[src/shared/counter_cmd_pkg.sv]
// Constants for the counter command port: register map, command codes,
// reset values and execution timing.
// Assumes a 32-bit APB slave on a 25 MHz pclk.
package counter_cmd_pkg;

  // Register byte offsets on the APB bus.
  localparam logic [11:0] OFF_COUNTER_COMMAND   = 12'h000;
  localparam logic [11:0] OFF_COUNTER_DATA_HIGH = 12'h004;
  localparam logic [11:0] OFF_COUNTER_DATA_MID  = 12'h008;
  localparam logic [11:0] OFF_COUNTER_DATA_LOW  = 12'h00C;
  localparam logic [11:0] OFF_STATUS            = 12'h010;
  localparam logic [11:0] OFF_PULSE_COUNT       = 12'h014;
  localparam logic [11:0] OFF_DEVIATION_COUNT   = 12'h018;
  localparam logic [11:0] OFF_PULSE_CMP_BASE    = 12'h020;
  localparam logic [11:0] OFF_DEV_CMP1          = 12'h034;
  localparam logic [11:0] OFF_DEV_CMP2          = 12'h038;
  localparam logic [11:0] OFF_LAST_COMMAND      = 12'h03C;

  // Command codes held in the low nibble of the command byte.
  localparam logic [3:0] CMD_PULSE_PRESET = 4'h0;
  localparam logic [3:0] CMD_PULSE_CMP1   = 4'h1;
  localparam logic [3:0] CMD_PULSE_CMP5   = 4'h5;
  localparam logic [3:0] CMD_DEV_PRESET   = 4'h6;
  localparam logic [3:0] CMD_DEV_CMP1     = 4'h7;
  localparam logic [3:0] CMD_DEV_CMP2     = 4'h8;

  // Reset values.
  localparam logic [23:0] RST_COUNT     = 24'h000000;
  localparam logic [23:0] RST_PULSE_CMP = 24'h800000;
  localparam logic [23:0] RST_DEV_CMP   = 24'h000000;
  localparam logic [7:0]  RST_DATA_BYTE = 8'h00;

  // Execution time limit and clock rate.
  localparam int CLK_PERIOD_NS = 40;
  localparam int CMD_MAX_NS    = 200;
  localparam int CMD_MAX_CYC   = CMD_MAX_NS / CLK_PERIOD_NS;
  // Cycles the command stays busy after the write (well within the limit).
  localparam logic [2:0] CMD_BUSY_CYC = 3'h1;

endpackage : counter_cmd_pkg

[src/logic/counter_cmd_exec.sv]
// Command executor: decodes a latched command byte and loads the target.
// Assumes cmd_valid is a one-cycle pulse from the APB front end on pclk.
`timescale 1ns/1ps
module counter_cmd_exec
#(
  parameter int NUM_PULSE_CMP = 5
)
(
  input  wire logic                    pclk,          // System clock.
  input  wire logic                    presetn,       // Async reset, low.
  input  wire logic                    cmd_valid,     // Command written.
  input  wire logic [7:0]              cmd_byte,      // Written command.
  input  wire logic [23:0]             data_word,     // Assembled data.
  output logic [23:0]                  pulse_count,   // Pulse counter.
  output logic [23:0]                  dev_count,     // Deviation counter.
  output logic [NUM_PULSE_CMP*24-1:0]  pulse_cmp,     // Compare registers.
  output logic [23:0]                  dev_cmp1,      // Deviation cmp 1.
  output logic [23:0]                  dev_cmp2       // Deviation cmp 2.
);

  logic [3:0] code;

  // Only the low nibble selects the command.
  assign code = cmd_byte[3:0];

  //////////////////////////////////////////////////////////////////////////////

  // Pulse counter preset loads the full signed 24-bit word.
  always_ff @(posedge pclk or negedge presetn)
  begin
    if (!presetn)
      pulse_count <= counter_cmd_pkg::RST_COUNT;
    else if (cmd_valid && code == counter_cmd_pkg::CMD_PULSE_PRESET)
      pulse_count <= data_word;
  end

  // Deviation counter preset.
  always_ff @(posedge pclk or negedge presetn)
  begin
    if (!presetn)
      dev_count <= counter_cmd_pkg::RST_COUNT;
    else if (cmd_valid && code == counter_cmd_pkg::CMD_DEV_PRESET)
      dev_count <= data_word;
  end

  // Five pulse compare registers share one loading path.
  for (genvar i = 0; i < NUM_PULSE_CMP; i++)
  begin : g_pcmp
    always_ff @(posedge pclk or negedge presetn)
    begin
      if (!presetn)
        pulse_cmp[i*24 +: 24] <= counter_cmd_pkg::RST_PULSE_CMP;
      else if (cmd_valid &&
               code == counter_cmd_pkg::CMD_PULSE_CMP1 + 4'(i))
        pulse_cmp[i*24 +: 24] <= data_word;
    end
  end

  // Deviation compare registers; register two holds a magnitude.
  always_ff @(posedge pclk or negedge presetn)
  begin
    if (!presetn)
    begin
      dev_cmp1 <= counter_cmd_pkg::RST_DEV_CMP;
      dev_cmp2 <= counter_cmd_pkg::RST_DEV_CMP;
    end
    else if (cmd_valid && code == counter_cmd_pkg::CMD_DEV_CMP1)
      dev_cmp1 <= data_word;
    else if (cmd_valid && code == counter_cmd_pkg::CMD_DEV_CMP2)
      dev_cmp2 <= data_word;
  end

endmodule // counter_cmd_exec

[src/logic/counter_command_port.sv]
// Counter command port: APB slave holding the three counter data bytes
// and the command byte, which drives the command executor.
// Assumes a single 25 MHz pclk and an APB master on the same clock.
//
// Overview of operation
// - Low nibble of command byte selects the command; done within 200 ns.
// - Code 00 presets the pulse counter from the three data bytes.
// - Codes 01 to 05 load pulse compare registers one to five.
// - Code 06 presets the deviation counter from the data bytes.
// - Codes 07 and 08 load deviation compare registers one and two.
// - Pulse counter is zero after reset.
// - Pulse compare values are 24-bit two's complement numbers.
// - Each pulse compare register resets to 800000 hex.
// - Presets are 24-bit two's complement words over three bytes.
// - Deviation counter is zero after reset.
// - Deviation compare register two holds an unsigned magnitude.
// - Counter ports decode apart from drive ports, working independently.
//
// Register access over APB and the register offsets were chosen for this implementation.
`timescale 1ns/1ps
module counter_command_port
#(
  parameter int NUM_PULSE_CMP = 5
)
(
  input  wire logic        pclk,     // APB clock, 25 MHz.
  input  wire logic        presetn,  // APB reset, active low.
  input  wire logic        psel,     // APB select.
  input  wire logic        penable,  // APB enable.
  input  wire logic        pwrite,   // APB direction, high for write.
  input  wire logic [11:0] paddr,    // APB byte address.
  input  wire logic [31:0] pwdata,   // APB write data.
  input  wire logic [3:0]  pstrb,    // APB byte strobes.
  output logic [31:0]      prdata,   // APB read data.
  output logic             pready,   // APB ready.
  output logic             pslverr   // APB error.
);

  logic                       setup;
  logic                       wr_acc;
  logic                       mapped;
  logic [7:0]                 data_high_q;
  logic [7:0]                 data_mid_q;
  logic [7:0]                 data_low_q;
  logic [7:0]                 cmd_q;
  logic                       cmd_valid_q;
  logic [2:0]                 busy_q;
  logic [31:0]                rdata_d;
  logic [23:0]                pulse_count;
  logic [23:0]                dev_count;
  logic [NUM_PULSE_CMP*24-1:0] pulse_cmp;
  logic [23:0]                dev_cmp1;
  logic [23:0]                dev_cmp2;

  // Decode of mapped offsets, shared by write and read answers.
  function automatic logic is_mapped(input logic [11:0] a);
    logic ok;
    ok = 1'b0;
    if (a == counter_cmd_pkg::OFF_COUNTER_COMMAND ||
        a == counter_cmd_pkg::OFF_COUNTER_DATA_HIGH ||
        a == counter_cmd_pkg::OFF_COUNTER_DATA_MID ||
        a == counter_cmd_pkg::OFF_COUNTER_DATA_LOW ||
        a == counter_cmd_pkg::OFF_STATUS ||
        a == counter_cmd_pkg::OFF_PULSE_COUNT ||
        a == counter_cmd_pkg::OFF_DEVIATION_COUNT ||
        a == counter_cmd_pkg::OFF_DEV_CMP1 ||
        a == counter_cmd_pkg::OFF_DEV_CMP2 ||
        a == counter_cmd_pkg::OFF_LAST_COMMAND)
      ok = 1'b1;
    for (int i = 0; i < NUM_PULSE_CMP; i++)
      if (a == counter_cmd_pkg::OFF_PULSE_CMP_BASE + 12'(4 * i))
        ok = 1'b1;
    return ok;
  endfunction

  //////////////////////////////////////////////////////////////////////////////

  // Setup cycle detection; the answer comes one cycle later.
  assign setup  = psel && !penable;
  assign mapped = is_mapped(paddr);
  assign wr_acc = psel && penable && pready && pwrite && mapped && pstrb[0];

  // Ready and error are registered so the access phase lasts one cycle.
  always_ff @(posedge pclk or negedge presetn)
  begin
    if (!presetn)
    begin
      pready  <= 1'b0;
      pslverr <= 1'b0;
    end
    else
    begin
      pready  <= setup;
      pslverr <= setup && !mapped;
    end
  end

  // Counter data bytes; the counter map sits apart from drive ports.
  always_ff @(posedge pclk or negedge presetn)
  begin
    if (!presetn)
    begin
      data_high_q <= counter_cmd_pkg::RST_DATA_BYTE;
      data_mid_q  <= counter_cmd_pkg::RST_DATA_BYTE;
      data_low_q  <= counter_cmd_pkg::RST_DATA_BYTE;
    end
    else if (wr_acc)
    begin
      if (paddr == counter_cmd_pkg::OFF_COUNTER_DATA_HIGH)
        data_high_q <= pwdata[7:0];
      if (paddr == counter_cmd_pkg::OFF_COUNTER_DATA_MID)
        data_mid_q <= pwdata[7:0];
      if (paddr == counter_cmd_pkg::OFF_COUNTER_DATA_LOW)
        data_low_q <= pwdata[7:0];
    end
  end

  // Command byte write raises a one-cycle execute pulse.
  always_ff @(posedge pclk or negedge presetn)
  begin
    if (!presetn)
    begin
      cmd_q       <= 8'h00;
      cmd_valid_q <= 1'b0;
    end
    else
    begin
      cmd_valid_q <= wr_acc &&
                     paddr == counter_cmd_pkg::OFF_COUNTER_COMMAND;
      if (wr_acc && paddr == counter_cmd_pkg::OFF_COUNTER_COMMAND)
        cmd_q <= pwdata[7:0];
    end
  end

  // Busy flag covers the command's execution, readable in status.
  always_ff @(posedge pclk or negedge presetn)
  begin
    if (!presetn)
      busy_q <= 3'h0;
    else if (wr_acc && paddr == counter_cmd_pkg::OFF_COUNTER_COMMAND)
      busy_q <= counter_cmd_pkg::CMD_BUSY_CYC;
    else if (busy_q != 3'h0)
      busy_q <= busy_q - 3'h1;
  end

  //////////////////////////////////////////////////////////////////////////////

  // Executor loads counters and compare registers from the data bytes.
  counter_cmd_exec #(
    .NUM_PULSE_CMP (NUM_PULSE_CMP)
  ) u_exec (
    .pclk        (pclk),
    .presetn     (presetn),
    .cmd_valid   (cmd_valid_q),
    .cmd_byte    (cmd_q),
    .data_word   ({data_high_q, data_mid_q, data_low_q}),
    .pulse_count (pulse_count),
    .dev_count   (dev_count),
    .pulse_cmp   (pulse_cmp),
    .dev_cmp1    (dev_cmp1),
    .dev_cmp2    (dev_cmp2)
  );

  //////////////////////////////////////////////////////////////////////////////

  // Read multiplexer; command and data ports read back their last write.
  always_comb
  begin
    rdata_d = 32'h0000_0000;
    case (paddr)
      counter_cmd_pkg::OFF_COUNTER_COMMAND:   rdata_d = {24'h0, cmd_q};
      counter_cmd_pkg::OFF_COUNTER_DATA_HIGH: rdata_d = {24'h0, data_high_q};
      counter_cmd_pkg::OFF_COUNTER_DATA_MID:  rdata_d = {24'h0, data_mid_q};
      counter_cmd_pkg::OFF_COUNTER_DATA_LOW:  rdata_d = {24'h0, data_low_q};
      counter_cmd_pkg::OFF_STATUS:
        rdata_d = {31'h0, (busy_q != 3'h0) | cmd_valid_q};
      counter_cmd_pkg::OFF_PULSE_COUNT:     rdata_d = {8'h0, pulse_count};
      counter_cmd_pkg::OFF_DEVIATION_COUNT: rdata_d = {8'h0, dev_count};
      counter_cmd_pkg::OFF_DEV_CMP1:        rdata_d = {8'h0, dev_cmp1};
      counter_cmd_pkg::OFF_DEV_CMP2:        rdata_d = {8'h0, dev_cmp2};
      counter_cmd_pkg::OFF_LAST_COMMAND:
        rdata_d = {28'h0, cmd_q[3:0]};
      default:
      begin
        for (int i = 0; i < NUM_PULSE_CMP; i++)
          if (paddr == counter_cmd_pkg::OFF_PULSE_CMP_BASE + 12'(4 * i))
            rdata_d = {8'h0, pulse_cmp[i*24 +: 24]};
      end
    endcase
  end

  // Read data is captured in the setup cycle and held through access.
  always_ff @(posedge pclk or negedge presetn)
  begin
    if (!presetn)
      prdata <= 32'h0000_0000;
    else if (setup && !pwrite)
      prdata <= rdata_d;
    else if (setup)
      prdata <= 32'h0000_0000;
  end

endmodule // counter_command_port

[config.mk]
export PLATFORM = sky130hd
export DESIGN_NAME = counter_command_port
export DESIGN_NICKNAME = d
export VERILOG_FILES = /design/src/shared/counter_cmd_pkg.sv /design/src/logic/counter_cmd_exec.sv /design/src/logic/counter_command_port.sv
export SDC_FILE = /design/constraint.sdc
export NUM_CORES = 1
export LEC_CHECK = 0
export BUFFER_PORTS_ARGS = -buffer_cell sky130_fd_sc_hd__buf_2
export CAP_MARGIN = 15
export CORE_MARGIN = 2
export CORE_UTILIZATION = 60
export DETAILED_ROUTE_END_ITERATION = 8
export GPL_TIMING_DRIVEN = 1
export PLACE_DENSITY = 0.76
export SLEW_MARGIN = 0
export SYNTH_ARGS = -nofsm -noshare
export SYNTH_HDL_FRONTEND = slang
export SYNTH_SLANG_ARGS = --single-unit
[constraint.sdc]
create_clock -name pclk -period 2.1 [get_ports pclk]
set_input_delay 0.105 -clock pclk [delete_from_list [all_inputs] [get_ports pclk]]
set_output_delay 0.105 -clock pclk [all_outputs]
set_load 0.03 [all_outputs]
==> impl_metrics.ini <==
[clock_tree]
cts.clk_slew.worst_paths_ps = 60
postCtsSetupRepairBufs = 0
clock_path_buffers = 3
cts_root_buf = clkbuf_16
cts_buffers = 28
htreeDepth = 1
cts_tree = done
cts_sinks = 278
worstSkewPairLatency_ps = 550
cts_resized = 0
postCtsHoldBufs = 9

[global_routing]
grt_busiest_layer = met2
antenna_found_initial = 0
grt_pass1_wl_um = 53700
track_usage_pct = 31.5
grt_max_degree = 83
grtUsageMet1_pct = 44.4
gr-total-overflow = 0
met2_usage_pct = 49.6
met3_usage_pct = 5.84
grt_pass1_vias = 9116

[layout]
fin_cells = 1362
synthToLayoutAreaGrowth_pct = 14.5
antennaDiodeCount = 0
fin_area_um2 = 14800
layout-drive-gt1-share_pct = 40.6
postLayoutCoreUtil_pct = 70.3
nNetsFinal = 1120

[status]
status = finished, final reports clean

[pwr]
ir_drop_mv = 0.660
leakagePower_nw = 7.15
power.density_nw_per_um2 = 745

[detailed_routing]
post-route-drc-count = 0
drt-pass1-iter-count = 6
routedWlPerCell_um = 25.7
vias = 9031
vias_per_cell = 6.63
final_antenna_net_count = 0
first_iter_violations = 690
routed_wl_um = 35000

[yosys]
ys_async_sr_fraction_pct = 100
synth-seq-cells = 278
yosys_warnings = 0
synth_ff_type = dfrtp_1
ys_seq_area_share_pct = 53.8
synth_area_um2 = 12900
synth_cells = 1002
postSynthAreaPerCell_um2 = 12.9
synth_cell_types = 62
synth_edf_count = 0

[placed_design]
numPortBuffers = 51
place.gp.congestion = 0.953
hpwl_um = 22300
place_area_um2 = 13800
dp_cells = 1301

[timing]
timing.final.crit_share_pct = 89.6
fmaxAchievable_mhz = 531
period_minus_slack_ps = 1880
skew_ps = 28.1
timing.final.hold_violations = 0
slew_headroom_pct = 45.4
grt_setup_unrepaired = no
fin_setup_tns_ps = 0
setup-violations-final = 0
worst_pin_slew_ps = 818
slew_violations = 0
whs_ps = 36.9

[critical_path]
crit_chain = nand3_1 -> nor3_2 -> buf_4 -> mux2_2
arrival_ps = 2300
critical-path-slowest-cell = dfrtp_1
required_ps = 2510
cp-end-kind = flop
path_class = reg2reg
critPathTopFamily = flip-flops
cpPeakStageDelay_ps = 560
path_max_fanout = 15
startpoint_type = flop
cp_num_buf_inv = 1

[floorplan]
die_x_um = 151
core_area_um2 = 21100
dieArea_um2 = 22800
die_h_um = 151
initial_utilization_pct = 61.3
rows = 53
io_pins = 87

[worst_hold_path]
hp-class = in2async

[job]
drv_cap = 0
-- cell type report --
class	instances	area [um2]
tap	275	344
fill	1477	6270
sequential	278	6960
clock inverter	5	27.5
multi-input combinational	625	5590
clock buffer	47	913
timing repair buffer	124	948
inverter	8	30.0
-- power breakdown --
group / leakage, nW / internal [mW] / switching, mW
Clock: 0.467 / 2.94 / 2.06
Combinational: 2.82 / 0.192 / 0.427
Sequential: 3.86 / 5.39 / 0.0183
-- final timing paths --
kind | start | endpoint | slack, ps | cells past startpoint
max | cmd_q[0]$_DFFE_PN0P_ | u_exec.pulse_cmp[62]$_DFFE_PN0P_ | 220 | 4
min | presetn | busy_q[1]$_DFFE_PN0P_ | 40 | 2
max reg2reg | cmd_q[0]$_DFFE_PN0P_ | u_exec.pulse_cmp[62]$_DFFE_PN0P_ | 220 | 4
min reg2reg | u_exec.pulse_cmp[105]$_DFFE_PN0P_ | u_exec.pulse_cmp[105]$_DFFE_PN0P_ | 500 | 1
max in group asynchronous | presetn | u_exec.dev_count[18]$_DFFE_PN0P_ | 1240 | 3
min in group pclk | pstrb[0] | cmd_valid_q$_DFF_PN0_ | 90 | 4
-- layout by cell type, fill, tap and decap left out, drive strengths merged, types with 5 or more instances in the layout --
master / n
a21oi: 17
a32oi: 5
clkbuf: 47
nand2b: 5
buf: 115
o21ai: 51
nor3: 6
a222oi: 15
conb: 8
a221oi: 11
nand2: 38
o2bb2ai: 16
nand3: 10
inv: 8
mux2i: 37
dfstp: 5
nor4: 7
mux4: 5
dfrtp: 273
a22o: 9
and3: 15
a22oi: 41
dlygate4sd3: 9
a31oi: 7
mux2: 251
nor2: 27
-- cell families (layout without fill, tap and decap cells) --
logic type                 Yosys count  in the layout  synth area share [%]
buffers and inverters              106            184                  3.69
other                                1              8                0.0290
and+or+nand+nor                    130            130                  5.99
AOI/OAI and AO/OA                  191            191                  10.6
DFF                                278            278                  53.8
adders and majority gates            2              2                 0.193
muxes                              293            293                  25.6
xor gates and xnor gates             1              1                0.0677
-- cell usage after synthesis (6+ instances only) --
library cell / instances / share of area [%]
nand3_1: 10 / 0.39
o21ai_0: 51 / 2.0
buf_2: 25 / 0.97
mux2_2: 245 / 21
inv_1: 8 / 0.23
o2bb2ai_1: 16 / 1.1
a22o_1: 9 / 0.61
clkbuf_1: 60 / 1.7
dfrtp_1: 273 / 53
a31oi_1: 7 / 0.34
a21oi_1: 17 / 0.66
a22oi_1: 41 / 2.4
nor2_1: 22 / 0.64
and3_1: 15 / 0.73
nand2_1: 38 / 1.1
mux2i_1: 37 / 2.9
buf_4: 9 / 0.52
mux2_1: 6 / 0.52
a221oi_1: 10 / 0.68
a222oi_1: 15 / 1.2
-- per-stage QoR --
stage / total power [mW] / setup slack, ps
CTS: 11.1 / 242
detailed placement: 6.12 / 6.33
finish: 11.0 / 218
global placement: 6.10 / 55.5
floorplan: 5.81 / 184
global route: 11.4 / 130
-- state kept, by name (all words and copies together), names as in the netlist, 8 cells and up --
register	count
u_exec.dev_cmp2	24
u_exec.dev_count	24
cmd_q	8
data_high_q	8
data_low_q	8
data_mid_q	8
u_exec.pulse_count	24
u_exec.dev_cmp1	24
u_exec.pulse_cmp	120
prdata	24
-- metal layers --
layer	wire length, um	vias up
met5	0	-
met4	1170	0
met3	2780	108
met2	16100	415
met1	15000	4663
li1	-	3845
No activity file was read; power rests on OpenSTA's default activity.
